===== config.mk =====
export PLATFORM = sky130hd
export DESIGN_NAME = srm_resp_mode
export DESIGN_NICKNAME = d
export VERILOG_FILES = /design/src/logic/srm_pkg.sv /design/src/logic/srm_resp_mode.sv
export SDC_FILE = /design/constraint.sdc
export NUM_CORES = 1
export LEC_CHECK = 0
export BUFFER_PORTS_ARGS = -buffer_cell sky130_fd_sc_hd__buf_2
export CORE_UTILIZATION = 50
export CTS_BUF_LIST = sky130_fd_sc_hd__clkbuf_4
export DETAILED_ROUTE_END_ITERATION = 8
export HOLD_SLACK_MARGIN = 0.03
export PLACE_DENSITY_LB_ADDON = 0.08
export SETUP_SLACK_MARGIN = 0.2
export SYNTH_ARGS = -nofsm -noshare
export SYNTH_HDL_FRONTEND = slang
export SYNTH_SLANG_ARGS = --single-unit

===== constraint.sdc =====
create_clock -name mclk_in -period 3.3 [get_ports mclk_in]
set_input_delay 0.66 -clock mclk_in [delete_from_list [all_inputs] [get_ports mclk_in]]
set_output_delay 0.66 -clock mclk_in [all_outputs]
set_load 0.01 [all_outputs]

===== src/logic/srm_pkg.sv =====
/*
 Shared constants and types for the initial-setting window and response-mode block.
 Assumes one 250 MHz clock and a synchronous active-high reset.
*/
package srm_pkg;
	// Window addresses (A4..A0)
	localparam logic [4:0] SRM_ADDR_CLK_CONV  = 5'h10;
	localparam logic [4:0] SRM_ADDR_OWN_ID    = 5'h11;
	localparam logic [4:0] SRM_ADDR_RESP      = 5'h12;
	localparam logic [4:0] SRM_ADDR_SEL_AUTO  = 5'h13;
	localparam logic [4:0] SRM_ADDR_SEL_RETRY = 5'h14;
	localparam logic [4:0] SRM_ADDR_SEL_TMO   = 5'h15;
	localparam logic [4:0] SRM_ADDR_HS_TMO    = 5'h16;
	localparam logic [4:0] SRM_ADDR_ASYNC_SU  = 5'h17;
	localparam logic [4:0] SRM_ADDR_PARITY    = 5'h18;
	localparam logic [4:0] SRM_ADDR_INT_EN    = 5'h19;
	localparam logic [4:0] SRM_ADDR_CMD_LEN   = 5'h1A;
	localparam logic [4:0] SRM_ADDR_DMA_CFG   = 5'h1B;
	localparam logic [4:0] SRM_ADDR_AUTO_OPT  = 5'h1C;
	localparam logic [4:0] SRM_ADDR_WDOG      = 5'h1D;
	localparam logic [4:0] SRM_ADDR_REV       = 5'h1F;
	localparam logic       SRM_WIN_SEL        = 1'h1;
	localparam logic [4:0] SRM_ADDR_HOLE      = 5'h1E;

	// Response-mode bit positions
	localparam int SRM_RB_RESEL  = 7;
	localparam int SRM_RB_SEL    = 6;
	localparam int SRM_RB_AUTO   = 5;
	localparam int SRM_RB_PARBYT = 4;
	localparam int SRM_RB_SINGLE = 1;
	localparam int SRM_RB_NOARB  = 0;

	// Clock conversion codes: input / internal MHz
	localparam logic [7:0] SRM_CC_20_20 = 8'h0B;
	localparam logic [7:0] SRM_CC_20_10 = 8'h10;
	localparam logic [7:0] SRM_CC_30_15 = 8'h32;
	localparam logic [7:0] SRM_CC_30_10 = 8'h38;
	localparam logic [7:0] SRM_CC_40_20 = 8'h53;
	localparam logic [7:0] SRM_CC_40_13 = 8'h59;

	// Interrupt codes; only the repeated-attention code is fixed, the rest are arbitrary
	localparam logic [7:0] SRM_INT_CMD_DONE    = 8'h01;
	localparam logic [7:0] SRM_INT_CMD_REJ     = 8'h02;
	localparam logic [7:0] SRM_INT_IPE         = 8'h10;
	localparam logic [7:0] SRM_INT_IPE_MSG     = 8'h11;
	localparam logic [7:0] SRM_INT_IPE_STS     = 8'h12;
	localparam logic [7:0] SRM_INT_PE_XFER     = 8'h13;
	localparam logic [7:0] SRM_INT_CC_ATN      = 8'h20;
	localparam logic [7:0] SRM_INT_CC_ATN_MSG  = 8'h21;
	localparam logic [7:0] SRM_INT_STOP_ATN    = 8'h30;
	localparam logic [7:0] SRM_INT_STOP_ATNMSG = 8'h31;
	localparam logic [7:0] SRM_INT_DMA_PAR     = 8'h40;
	localparam logic [7:0] SRM_INT_MPU_PAR     = 8'h41;
	localparam logic [7:0] SRM_INT_RECV_ERR    = 8'h50;
	localparam logic [7:0] SRM_INT_REPEAT_ATN  = 8'h61;
	localparam logic [4:0] SRM_RBUF_START      = 5'h00;
	localparam logic [1:0] SRM_BLK_ONE         = 2'h1;
	localparam logic [1:0] SRM_BLK_TWO         = 2'h2;

	typedef struct packed {
		logic [7:0] clk_conv;
		logic [7:0] own_id;
		logic [7:0] resp;
	} srm_cfg_t;

	// One-cycle event pulses with qualifiers from the sequencer
	typedef struct packed {
		logic ph_err;
		logic in_xfer;
		logic req_msg;
		logic req_sts;
		logic atn_final;
		logic ends_msgout;
		logic atn_bound;
		logic dma_par;
		logic mpu_par;
		logic after_cmd;
		logic dp_par;
	} srm_evt_t;

	typedef enum logic [2:0] {
		SRM_AR_IDLE,
		SRM_AR_WAIT_ATN,
		SRM_AR_MSGOUT,
		SRM_AR_RECV,
		SRM_AR_REPORT
	} srm_ar_state_t;
endpackage


===== src/logic/srm_resp_mode.sv =====
/*
 Initial-setting register window, apply-setup handling and response-mode decisions.
 Assumes host window accesses and sequencer events on mclk_in; bus pins arrive asynchronously.
*/
// Function
// - Window writes only take effect when the apply-setup command runs.
// - Successful apply-setup pulses the command-done output.
// - Apply-setup while not ready or auto-responding is refused and changes nothing.
// - Clock conversion codes select input and internal frequencies.
// - Own identity register holds the bus ID as plain binary.
// - Bit 7 enables answering reselection as initiator; otherwise BSY stays off.
// - Bit 6 enables answering selection as target; otherwise BSY stays off.
// - Initiator message-in phase error: receive one message or report initial phase error.
// - Initiator status phase error with auto receive: take one status, then interrupt.
// - Status reception errors reuse the phase-error step number.
// - Phase error during a transfer reports in-transfer phase error, no auto receive.
// - Target final-ACK attention: take one message or report complete with attention.
// - Commands ending in message-out report complete with attention unless the attention repeats.
// - Target boundary attention stops at block; message or command-stop with attention.
// - Local parity block stop with attention reports the parity error only.
// - Repeated attention after auto message-out reports 61H with step plus one.
// - Received bytes start at buffer 0, or after the CDB for command phase.
// - Bit 4 stops data parity errors at the byte; otherwise at block end.
// - Odd data byte count makes block-unit parity stops two blocks.
// - Bit 1 accepts single-ID selection with nexus status 000; else two IDs.
// - As initiator, selection always drives both own and target ID bits.
// - Bit 0 skips arbitration; cleared performs arbitration.
`timescale 1ns/100ps
module srm_resp_mode
	import srm_pkg::*;
(
	// Clock and reset
	input  wire logic        mclk_in,
	input  wire logic        sys_rst_in,
	// Host window port
	input  wire logic [4:0]  win_addr_in,
	input  wire logic        win_wr_in,
	input  wire logic [7:0]  win_wdata_in,
	output logic      [7:0]  win_rdata_out,
	// Commands
	input  wire logic        setup_cmd_in,
	input  wire logic        cmd_ready_in,
	input  wire logic        auto_busy_in,
	output logic             cmd_done_out,
	output logic             cmd_reject_out,
	// Active configuration
	output srm_cfg_t         cfg_out,
	output logic             clk_code_valid_out,
	output logic             arb_skip_out,
	// SCSI bus pins
	input  wire logic        scsi_sel_in,
	input  wire logic        scsi_io_in,
	input  wire logic        scsi_atn_in,
	input  wire logic [7:0]  scsi_db_in,
	output logic             bsy_oe_n_out,
	output logic             nexus_single_out,
	output logic [7:0]       sel_ids_out,
	// Sequencer events
	input  wire logic        role_target_in,
	input  wire logic [2:0]  target_id_in,
	input  srm_evt_t         evt_in,
	input  wire logic [7:0]  step_in,
	input  wire logic        recv_done_in,
	input  wire logic        recv_err_in,
	input  wire logic [4:0]  cdb_len_in,
	input  wire logic        data_byte_odd_in,
	// Automatic receive and reporting
	output logic             msgout_enter_out,
	output logic             recv_req_out,
	output logic [4:0]       recv_addr_out,
	output logic             intr_valid_out,
	output logic [7:0]       intr_code_out,
	output logic [7:0]       intr_step_out,
	output logic             stop_now_out,
	output logic             stop_at_block_out,
	output logic [1:0]       block_unit_out
);

////////////////////////////////////////////////////////////////////////////////

typedef struct packed {
	logic [15:0][7:0] win;
	srm_cfg_t         cfg;
	logic [7:0]       rdata;
	logic             done;
	logic             rej;
	logic [1:0]       sel_s;
	logic [1:0]       io_s;
	logic [1:0]       atn_s;
	logic [1:0][7:0]  db_s;
	logic             sel_prev;
	logic             bsy_drv;
	logic             single;
	srm_ar_state_t    ar;
	logic [7:0]       code;
	logic [7:0]       step;
	logic             auto_done;
	logic [4:0]       raddr;
	logic             msgout;
	logic             rreq;
	logic             ivalid;
	logic [7:0]       icode;
	logic [7:0]       istep;
	logic             stop_now;
	logic             stop_blk;
	logic [1:0]       blk;
} srm_state_t;

srm_state_t st_reg;
srm_state_t st_next;

logic       auto_rx;
logic       sel_rise;
logic [3:0] id_count;
logic       own_seen;
logic       apply_ok;

assign auto_rx  = st_reg.cfg.resp[SRM_RB_AUTO];
assign sel_rise = st_reg.sel_s[1] & ~st_reg.sel_prev;
assign id_count = 4'($countones(st_reg.db_s[1]));
assign own_seen = st_reg.db_s[1][st_reg.cfg.own_id[2:0]];
assign apply_ok = cmd_ready_in & ~auto_busy_in;

////////////////////////////////////////////////////////////////////////////////

always_comb begin
	st_next          = st_reg;
	st_next.done     = 1'b0;
	st_next.rej      = 1'b0;
	st_next.msgout   = 1'b0;
	st_next.rreq     = 1'b0;
	st_next.ivalid   = 1'b0;
	st_next.stop_now = 1'b0;
	st_next.stop_blk = 1'b0;

	// Pins: two flops before use
	st_next.sel_s    = {st_reg.sel_s[0], scsi_sel_in};
	st_next.io_s     = {st_reg.io_s[0], scsi_io_in};
	st_next.atn_s    = {st_reg.atn_s[0], scsi_atn_in};
	st_next.db_s     = {st_reg.db_s[0], scsi_db_in};
	st_next.sel_prev = st_reg.sel_s[1];

	// Host writes land only in the window copy
	if (win_wr_in && win_addr_in[4] == SRM_WIN_SEL && win_addr_in != SRM_ADDR_HOLE) begin
		st_next.win[win_addr_in[3:0]] = win_wdata_in;
	end
	st_next.rdata = (win_addr_in[4] == SRM_WIN_SEL && win_addr_in != SRM_ADDR_HOLE) ?
		st_reg.win[win_addr_in[3:0]] : 8'h00;

	// Apply-setup copies the clock conversion, own ID and response-mode window registers into the live configuration
	if (setup_cmd_in) begin
		if (apply_ok) begin
			st_next.cfg.clk_conv = st_reg.win[SRM_ADDR_CLK_CONV[3:0]];
			st_next.cfg.own_id   = st_reg.win[SRM_ADDR_OWN_ID[3:0]];
			st_next.cfg.resp     = st_reg.win[SRM_ADDR_RESP[3:0]];
			st_next.done         = 1'b1;
		end else begin
			st_next.rej = 1'b1;
		end
	end

	// Selection and reselection answer; BSY held until SEL drops
	if (!st_reg.sel_s[1]) begin
		st_next.bsy_drv = 1'b0;
	end else if (sel_rise && own_seen) begin
		if (!st_reg.io_s[1] && role_target_in && st_reg.cfg.resp[SRM_RB_SEL]) begin
			if (id_count == 4'h2) begin
				st_next.bsy_drv = 1'b1;
				st_next.single  = 1'b0;
			end else if (id_count == 4'h1 && st_reg.cfg.resp[SRM_RB_SINGLE]) begin
				st_next.bsy_drv = 1'b1;
				st_next.single  = 1'b1;
			end
		end else if (st_reg.io_s[1] && !role_target_in && st_reg.cfg.resp[SRM_RB_RESEL]
			&& id_count == 4'h2) begin
			st_next.bsy_drv = 1'b1;
			st_next.single  = 1'b0;
		end
	end

	// Data-phase parity stop mode
	if (evt_in.dp_par) begin
		st_next.stop_now = st_reg.cfg.resp[SRM_RB_PARBYT];
		st_next.stop_blk = ~st_reg.cfg.resp[SRM_RB_PARBYT];
	end
	st_next.blk = data_byte_odd_in ? SRM_BLK_TWO : SRM_BLK_ONE;

	// New connection closes the repeated-attention window; a receive ending now still arms it
	if (sel_rise) begin
		st_next.auto_done = 1'b0;
	end

	// Automatic receive sequencer
	case (st_reg.ar)
	SRM_AR_IDLE: begin
		// Step only captured on events, so a later repeated attention sees the old one
		if (evt_in.ph_err || evt_in.atn_bound || evt_in.atn_final) begin
			st_next.step = step_in;
		end
		st_next.raddr = (role_target_in && evt_in.after_cmd) ? cdb_len_in : SRM_RBUF_START;
		if (evt_in.ph_err && !role_target_in) begin
			st_next.auto_done = 1'b0;
			if (evt_in.in_xfer) begin
				st_next.code = SRM_INT_PE_XFER;
				st_next.ar   = SRM_AR_REPORT;
			end else if (evt_in.req_sts && auto_rx) begin
				st_next.code = SRM_INT_IPE_STS;
				st_next.ar   = SRM_AR_WAIT_ATN;
			end else if (evt_in.req_msg) begin
				st_next.code = auto_rx ? SRM_INT_IPE_MSG : SRM_INT_IPE;
				st_next.ar   = SRM_AR_WAIT_ATN;
			end else begin
				st_next.code = SRM_INT_IPE;
				st_next.ar   = SRM_AR_REPORT;
			end
		end else if (evt_in.atn_bound && role_target_in) begin
			st_next.stop_blk = 1'b1;
			if (evt_in.dma_par || evt_in.mpu_par) begin
				st_next.code = evt_in.dma_par ? SRM_INT_DMA_PAR : SRM_INT_MPU_PAR;
				st_next.ar   = SRM_AR_REPORT;
			end else if (st_reg.auto_done) begin
				st_next.code = SRM_INT_REPEAT_ATN;
				st_next.step = st_reg.step + 8'h01;
				st_next.ar   = SRM_AR_REPORT;
			end else begin
				st_next.code = auto_rx ? SRM_INT_STOP_ATNMSG : SRM_INT_STOP_ATN;
				st_next.ar   = auto_rx ? SRM_AR_MSGOUT : SRM_AR_REPORT;
			end
		end else if (evt_in.atn_final && role_target_in) begin
			if (st_reg.auto_done) begin
				st_next.code = SRM_INT_REPEAT_ATN;
				st_next.step = st_reg.step + 8'h01;
				st_next.ar   = SRM_AR_REPORT;
			end else if (evt_in.ends_msgout || !auto_rx) begin
				st_next.code = SRM_INT_CC_ATN;
				st_next.ar   = SRM_AR_REPORT;
			end else begin
				st_next.code = SRM_INT_CC_ATN_MSG;
				st_next.ar   = SRM_AR_MSGOUT;
			end
		end
	end
	SRM_AR_WAIT_ATN: begin
		// Initiator holds off until the target sees ATN negated
		if (!st_reg.atn_s[1]) begin
			st_next.rreq = (st_reg.code != SRM_INT_IPE);
			st_next.ar   = (st_reg.code == SRM_INT_IPE) ? SRM_AR_REPORT : SRM_AR_RECV;
		end
	end
	SRM_AR_MSGOUT: begin
		st_next.msgout = 1'b1;
		st_next.rreq   = 1'b1;
		st_next.ar     = SRM_AR_RECV;
	end
	SRM_AR_RECV: begin
		if (recv_err_in) begin
			st_next.code = SRM_INT_RECV_ERR;
			st_next.ar   = SRM_AR_REPORT;
		end else if (recv_done_in) begin
			st_next.auto_done = role_target_in;
			st_next.ar        = SRM_AR_REPORT;
		end
	end
	SRM_AR_REPORT: begin
		st_next.ivalid = 1'b1;
		st_next.icode  = st_reg.code;
		st_next.istep  = st_reg.step;
		st_next.ar     = SRM_AR_IDLE;
	end
	default: begin
		st_next.ar = SRM_AR_IDLE;
	end
	endcase
end

always_ff @(posedge mclk_in) begin
	if (sys_rst_in) begin
		st_reg <= '0;
	end else begin
		st_reg <= st_next;
	end
end

////////////////////////////////////////////////////////////////////////////////

assign win_rdata_out      = st_reg.rdata;
assign cmd_done_out       = st_reg.done;
assign cmd_reject_out     = st_reg.rej;
assign cfg_out            = st_reg.cfg;
assign arb_skip_out       = st_reg.cfg.resp[SRM_RB_NOARB];
assign clk_code_valid_out = st_reg.cfg.clk_conv inside {SRM_CC_20_20, SRM_CC_20_10, SRM_CC_30_15,
	SRM_CC_30_10, SRM_CC_40_20, SRM_CC_40_13};
assign bsy_oe_n_out       = ~st_reg.bsy_drv;
assign nexus_single_out   = st_reg.single;
// Initiator selection always puts both IDs on the bus; bit 1 is ignored here
assign sel_ids_out        = (8'h01 << st_reg.cfg.own_id[2:0]) | (8'h01 << target_id_in);
assign msgout_enter_out   = st_reg.msgout;
assign recv_req_out       = st_reg.rreq;
assign recv_addr_out      = st_reg.raddr;
assign intr_valid_out     = st_reg.ivalid;
assign intr_code_out      = st_reg.icode;
assign intr_step_out      = st_reg.istep;
assign stop_now_out       = st_reg.stop_now;
assign stop_at_block_out  = st_reg.stop_blk;
assign block_unit_out     = st_reg.blk;
endmodule


### Word-level counts from Yosys, hierarchy flattened

Index checks and enable logic that the tools add are counted.

* ROM bits: 0
* register bits after elaboration: 235
* output and inout bits: 74
* latch bits: 0
* bits in writable memories: 0
* memories: 0

* order comparisons: 3
* shift operators: 2
* mux-type cells: 53
* multiply operators: 0
* add/subtract/negate cells: 8
* reductions and logical operators: 36
* bitwise gates (word level): 11
* div/mod/pow operators: 0
* eq/ne operators: 20

Operators with widths (number)
* $bwmux 128: 1
* $mux 11: 8
* $mux 8: 7
* $mux 19: 2
* $bmux 8 s4: 1
* $demux 8 s4: 1
* $mux 17: 1
* $eq 8x5->1 const B: 2
* $eq 8x6->1 const B: 2
* $eq 8x7->1 const B: 2
* $logic_and 1x1->1: 16
* $mux 1: 16
* $pmux 8 s2: 1
* $shl 1x3->8 const A: 2
* $mux 3: 5
* $pmux 3 s4: 1
* $mux 2: 5
* $reduce_and 3->1: 3
* $add 1x1->2: 4
* $add 8x1->8 const B: 1
* $eq 8x4->1 const B: 1
* $ne 8x5->1 const B: 1
* $not 1->1: 8
* $or 8x8->8: 1
* 27 further kinds: 41

### Depth between registers and ports, before layout

* depth in word-level cells: 8
* depth in mapped cells: 13
* gate-level depth less buffers: 13

### Least setup slack after synthesis

Ideal clock, no wire load.

* path type: register -> register
* from: register st_reg[59] (netlist name)
* to: register st_reg (netlist bit nexus_single_out)
* cell stages (with the launch flop): 13
* arrival time: 3.193 ns
* clock period less this slack: 3.263 ns
* slack: 0.037 ns
* required time: 3.230 ns
* cells stage by stage: dfxtp_1 -> inv_1 -> fa_1 -> fa_1 -> fa_1 -> inv_1 -> ha_1 -> inv_1 -> fa_1 -> nand3_1 -> or2_2 -> or2_2 -> a21oi_1

* longest elaborated chain between the ends: 7
* elaborated cells between the ends (all ways): 15
* classes of those cells: 3 x add/sub; 3 x eq/ne; 4 x mux; 5 x reduce/logical

Ends and longest elaborated chain
* start: declaration: RTL line srm_resp_mode.sv:109 `srm_state_t st_reg;`
* start signal: assignment: RTL line srm_resp_mode.sv:280 `st_reg <= st_next;`
* $add 1x1->2 (not written as such): RTL line srm_resp_mode.sv:120 `assign id_count = 4'($countones(st_reg.db_s[1]));`
* $add 2x2->3 (not written as such): RTL line srm_resp_mode.sv:120
* $add 3x3->4 (not written as such): RTL line srm_resp_mode.sv:120
* $eq 4x1->1 / $eq 4x2->1 (equally long branches): RTL line srm_resp_mode.sv:170, srm_resp_mode.sv:167, srm_resp_mode.sv:175
* $logic_and 1x1->1, on equally long branches: RTL line srm_resp_mode.sv:170, srm_resp_mode.sv:175
* $ne 3x1->1 (no line) / $reduce_bool 2->1 (equally long branches)
* $reduce_and 4->1 (no line)

Several ways; a longest one is shown, not always the timed one. The select of a mux whose other input is x is not followed.
A chain may end at the register's enable or synchronous reset.

### Final worst setup path

Ends and elaborated chain as after synthesis.

==> impl_metrics.env <==
export IMPL_cpMostUsedCell="fa_1"
export IMPL_synth_cell_types=62
export IMPL_reg2reg_from="st_reg[59]"
export IMPL_io_buffers=131
export IMPL_core_area_sq_mm=0.01972
export IMPL_crit_path_end_kind="flip-flop"
export IMPL_grt_ovfl_total=0
export IMPL_path_clk_slew_ps=60
export IMPL_setup_ws_ps=29.61
export IMPL_final_common_cell="dfxtp_1"
export IMPL_synth_async_reset_ratio=0
export IMPL_period_share=0.9910
export IMPL_worstSetupStartpoint="st_reg[59]"
export IMPL_die_x_um=144.6
export IMPL_crit_fanout=3
export IMPL_met2_usage=0.3464
export IMPL_syn_inst=1061
export IMPL_synthFlopType="dfxtp_1"
export IMPL_final_setup_viol_count=0
export IMPL_crit_path_start_kind="flip-flop"
export IMPL_hold_path_class="in -> reg"
export IMPL_first_iter_violations=464
export IMPL_rows=51
export IMPL_die_y_um=144.6
export IMPL_synth_warning_count=0
export IMPL_tightest_slew_ps=1033
export IMPL_drc_errors=0
export IMPL_nFillCells=1811
export IMPL_min_from="data_byte_odd_in"
export IMPL_cts_inserted_buffers=57
export IMPL_grt_setup_unrepaired="true"
export IMPL_place_congestion=0.7743
export IMPL_hpwlAfterDp_um=15450
export IMPL_layout_common_cells="dfxtp_1, buf_2, nor2_1"
export IMPL_min_period_ps=3270
export IMPL_fmax_ghz=0.3058
export IMPL_firstDrtPassIters=5
export IMPL_grt_pass1_wl_um=36560
export IMPL_final_util=0.5739
export IMPL_dieArea_sq_mm=0.02091
export IMPL_viasPerCell=5.262
export IMPL_cts_tree="built"
export IMPL_met3_usage=0.04305
export IMPL_antenna_found_initial=1
export IMPL_worstPathCellList="inv_2 -> fa_1 -> fa_1 -> fa_1 -> inv_1 -> ha_2 -> inv_2 -> fa_2 -> nor2_2 -> a31o_2 -> o2111ai_4 -> or2_4 -> a21oi_2"
export IMPL_num_vias=7640
export IMPL_clk_latency_ps=660
export IMPL_crit_arrival_ps=3840
export IMPL_dp_cells=1353
export IMPL_cp_top_family="adder cells"
export IMPL_grt_use_met1=0.3212
export IMPL_cp_required_ps=3870
export IMPL_synth_edf_count=0
export IMPL_nets=1216
export IMPL_finalWirelength_um=23350
export IMPL_p_leak_nw=4.442
export IMPL_wl_per_cell_um=16.08
export IMPL_power_density_mw_per_mm2=484.7
export IMPL_clockBufferDepth=3
export IMPL_busiest_layer="met2"
export IMPL_synthToLayoutAreaGrowth_pct=11.27
export IMPL_synth_seq_area_share=0.4508
export IMPL_clockRootBuffer="clkbuf_4"
export IMPL_avgSynthCellArea_sq_um=9.585
export IMPL_slew_violations=0
export IMPL_cts_num_sinks=229
export IMPL_fin_skew_ps=18.82
export IMPL_finalNonFillerCells=1452
export IMPL_crit_buf_inv=3
export IMPL_maxSlewHeadroom=0.3113
export IMPL_ioPinCount=135
export IMPL_grt_max_degree=90
export IMPL_slowest_delay_ps=540
export IMPL_ys_ff_latch=229
export IMPL_slowest_stage="fa_1"
export IMPL_hold_viol=0
export IMPL_dp_slack_ps=-90.94
export IMPL_grt_pass1_vias=7067
export IMPL_netlist_area_sq_mm=0.01017
export IMPL_outcome="finished, final reports clean"
export IMPL_drv_cap=0
export IMPL_ant_nets=0
export IMPL_start_util=0.5158
export IMPL_postCtsSetupRepairBufs=0
export IMPL_grt_usage=0.2262
export IMPL_peakVddDrop_mv=0.2475
export IMPL_cts_hold_buf=0
export IMPL_h_tree_depth=2
export IMPL_drive_above_1_share=0.2538
export IMPL_path_class="reg -> reg"
export IMPL_largest_reg_flops=157
[routing by layer]
layer  vias up  wire [um]
met5         -          0
met4         0        330
met3        31       1313
met2       216      10390
met1      3585      11320
li1       3808          -
[stage by stage]
stage | cell area (sq um) | hold slack (ps) | power, W | TNS [ps]
after floorplan | 10200 | 413.7 | 0.003225 | 0
after global placement | 10620 | 419.5 | 0.003359 | -20.75
after detailed placement | 10620 | 420.4 | 0.003360 | -105.2
after CTS | 11310 | 100.5 | 0.005566 | 0
after global routing | 11320 | 126.7 | 0.005758 | -92.23
final | 11320 | 174.9 | 0.005485 | 0
[report_power, final]
group / internal [W] / switching (W)
clock network: 0.00110 / 0.00108
registers: 0.00282 / 0.0000400
logic: 0.000163 / 0.000280
total: 0.00408 / 0.00140
[cell usage after synthesis, drive strengths merged, types with 8 or more instances]
cell type	count	area [sq um]
nand2b	8	50.05
nor3	13	86.34
mux4	40	900.9
mux2i	107	1071
a21oi	81	409.1
buf	79	536.8
nor2	139	549.3
inv	24	90.09
clkbuf	42	157.7
nand2	122	460.5
nor2b	47	294.0
or3	8	50.05
nand3	28	140.1
dfxtp	229	4584
o21ai	10	50.05
[worst paths after layout]
path	cells after the start	end	slack [ps]
worst max-delay path	13	nexus_single_out	30
worst min-delay path	2	block_unit_out[0]	170
worst max register to register	13	nexus_single_out	30
worst min register to register	1	st_reg[66]	430
[logic make-up after synthesis]
group	Yosys count	synth area share
xor+xnor	2	0.001723
flops	229	0.4508
buf+inv	145	0.07714
other cells	1	0.0003687
compound gates	131	0.07825
mux	148	0.1950
fa+ha+maj	8	0.01280
simple gates	397	0.1839
[worst reg2reg max path, stage by stage (launching register included)]
cell,delay (ps)
dfxtp_2,330
inv_2,40
fa_1,540
fa_1,430
fa_1,430
inv_1,70
ha_2,180
inv_2,40
fa_2,340
nor2_2,120
a31o_2,190
o2111ai_4,120
or2_4,280
a21oi_2,100
[repair_timing]
item | in CTS | in global routing
resized for setup | 7 | 2
gates cloned | 0 | 0
setup endpoints to repair | 2 | 2
pin swaps | 8 | 0
[cell type report]
type                    count  area (sq um)  area share
inverters                  24         90.09    0.007961
repair buffers            146         787.0     0.06955
clock inverters            19         72.57    0.006413
clock buffers              79         593.1     0.05241
diodes                      1         2.502   0.0002211
flip-flops and latches    229          4588      0.4055
multi-input cells         689          4851      0.4287
well taps                 265         331.6     0.02930
Note: power is estimated with default switching activity, not from simulation.
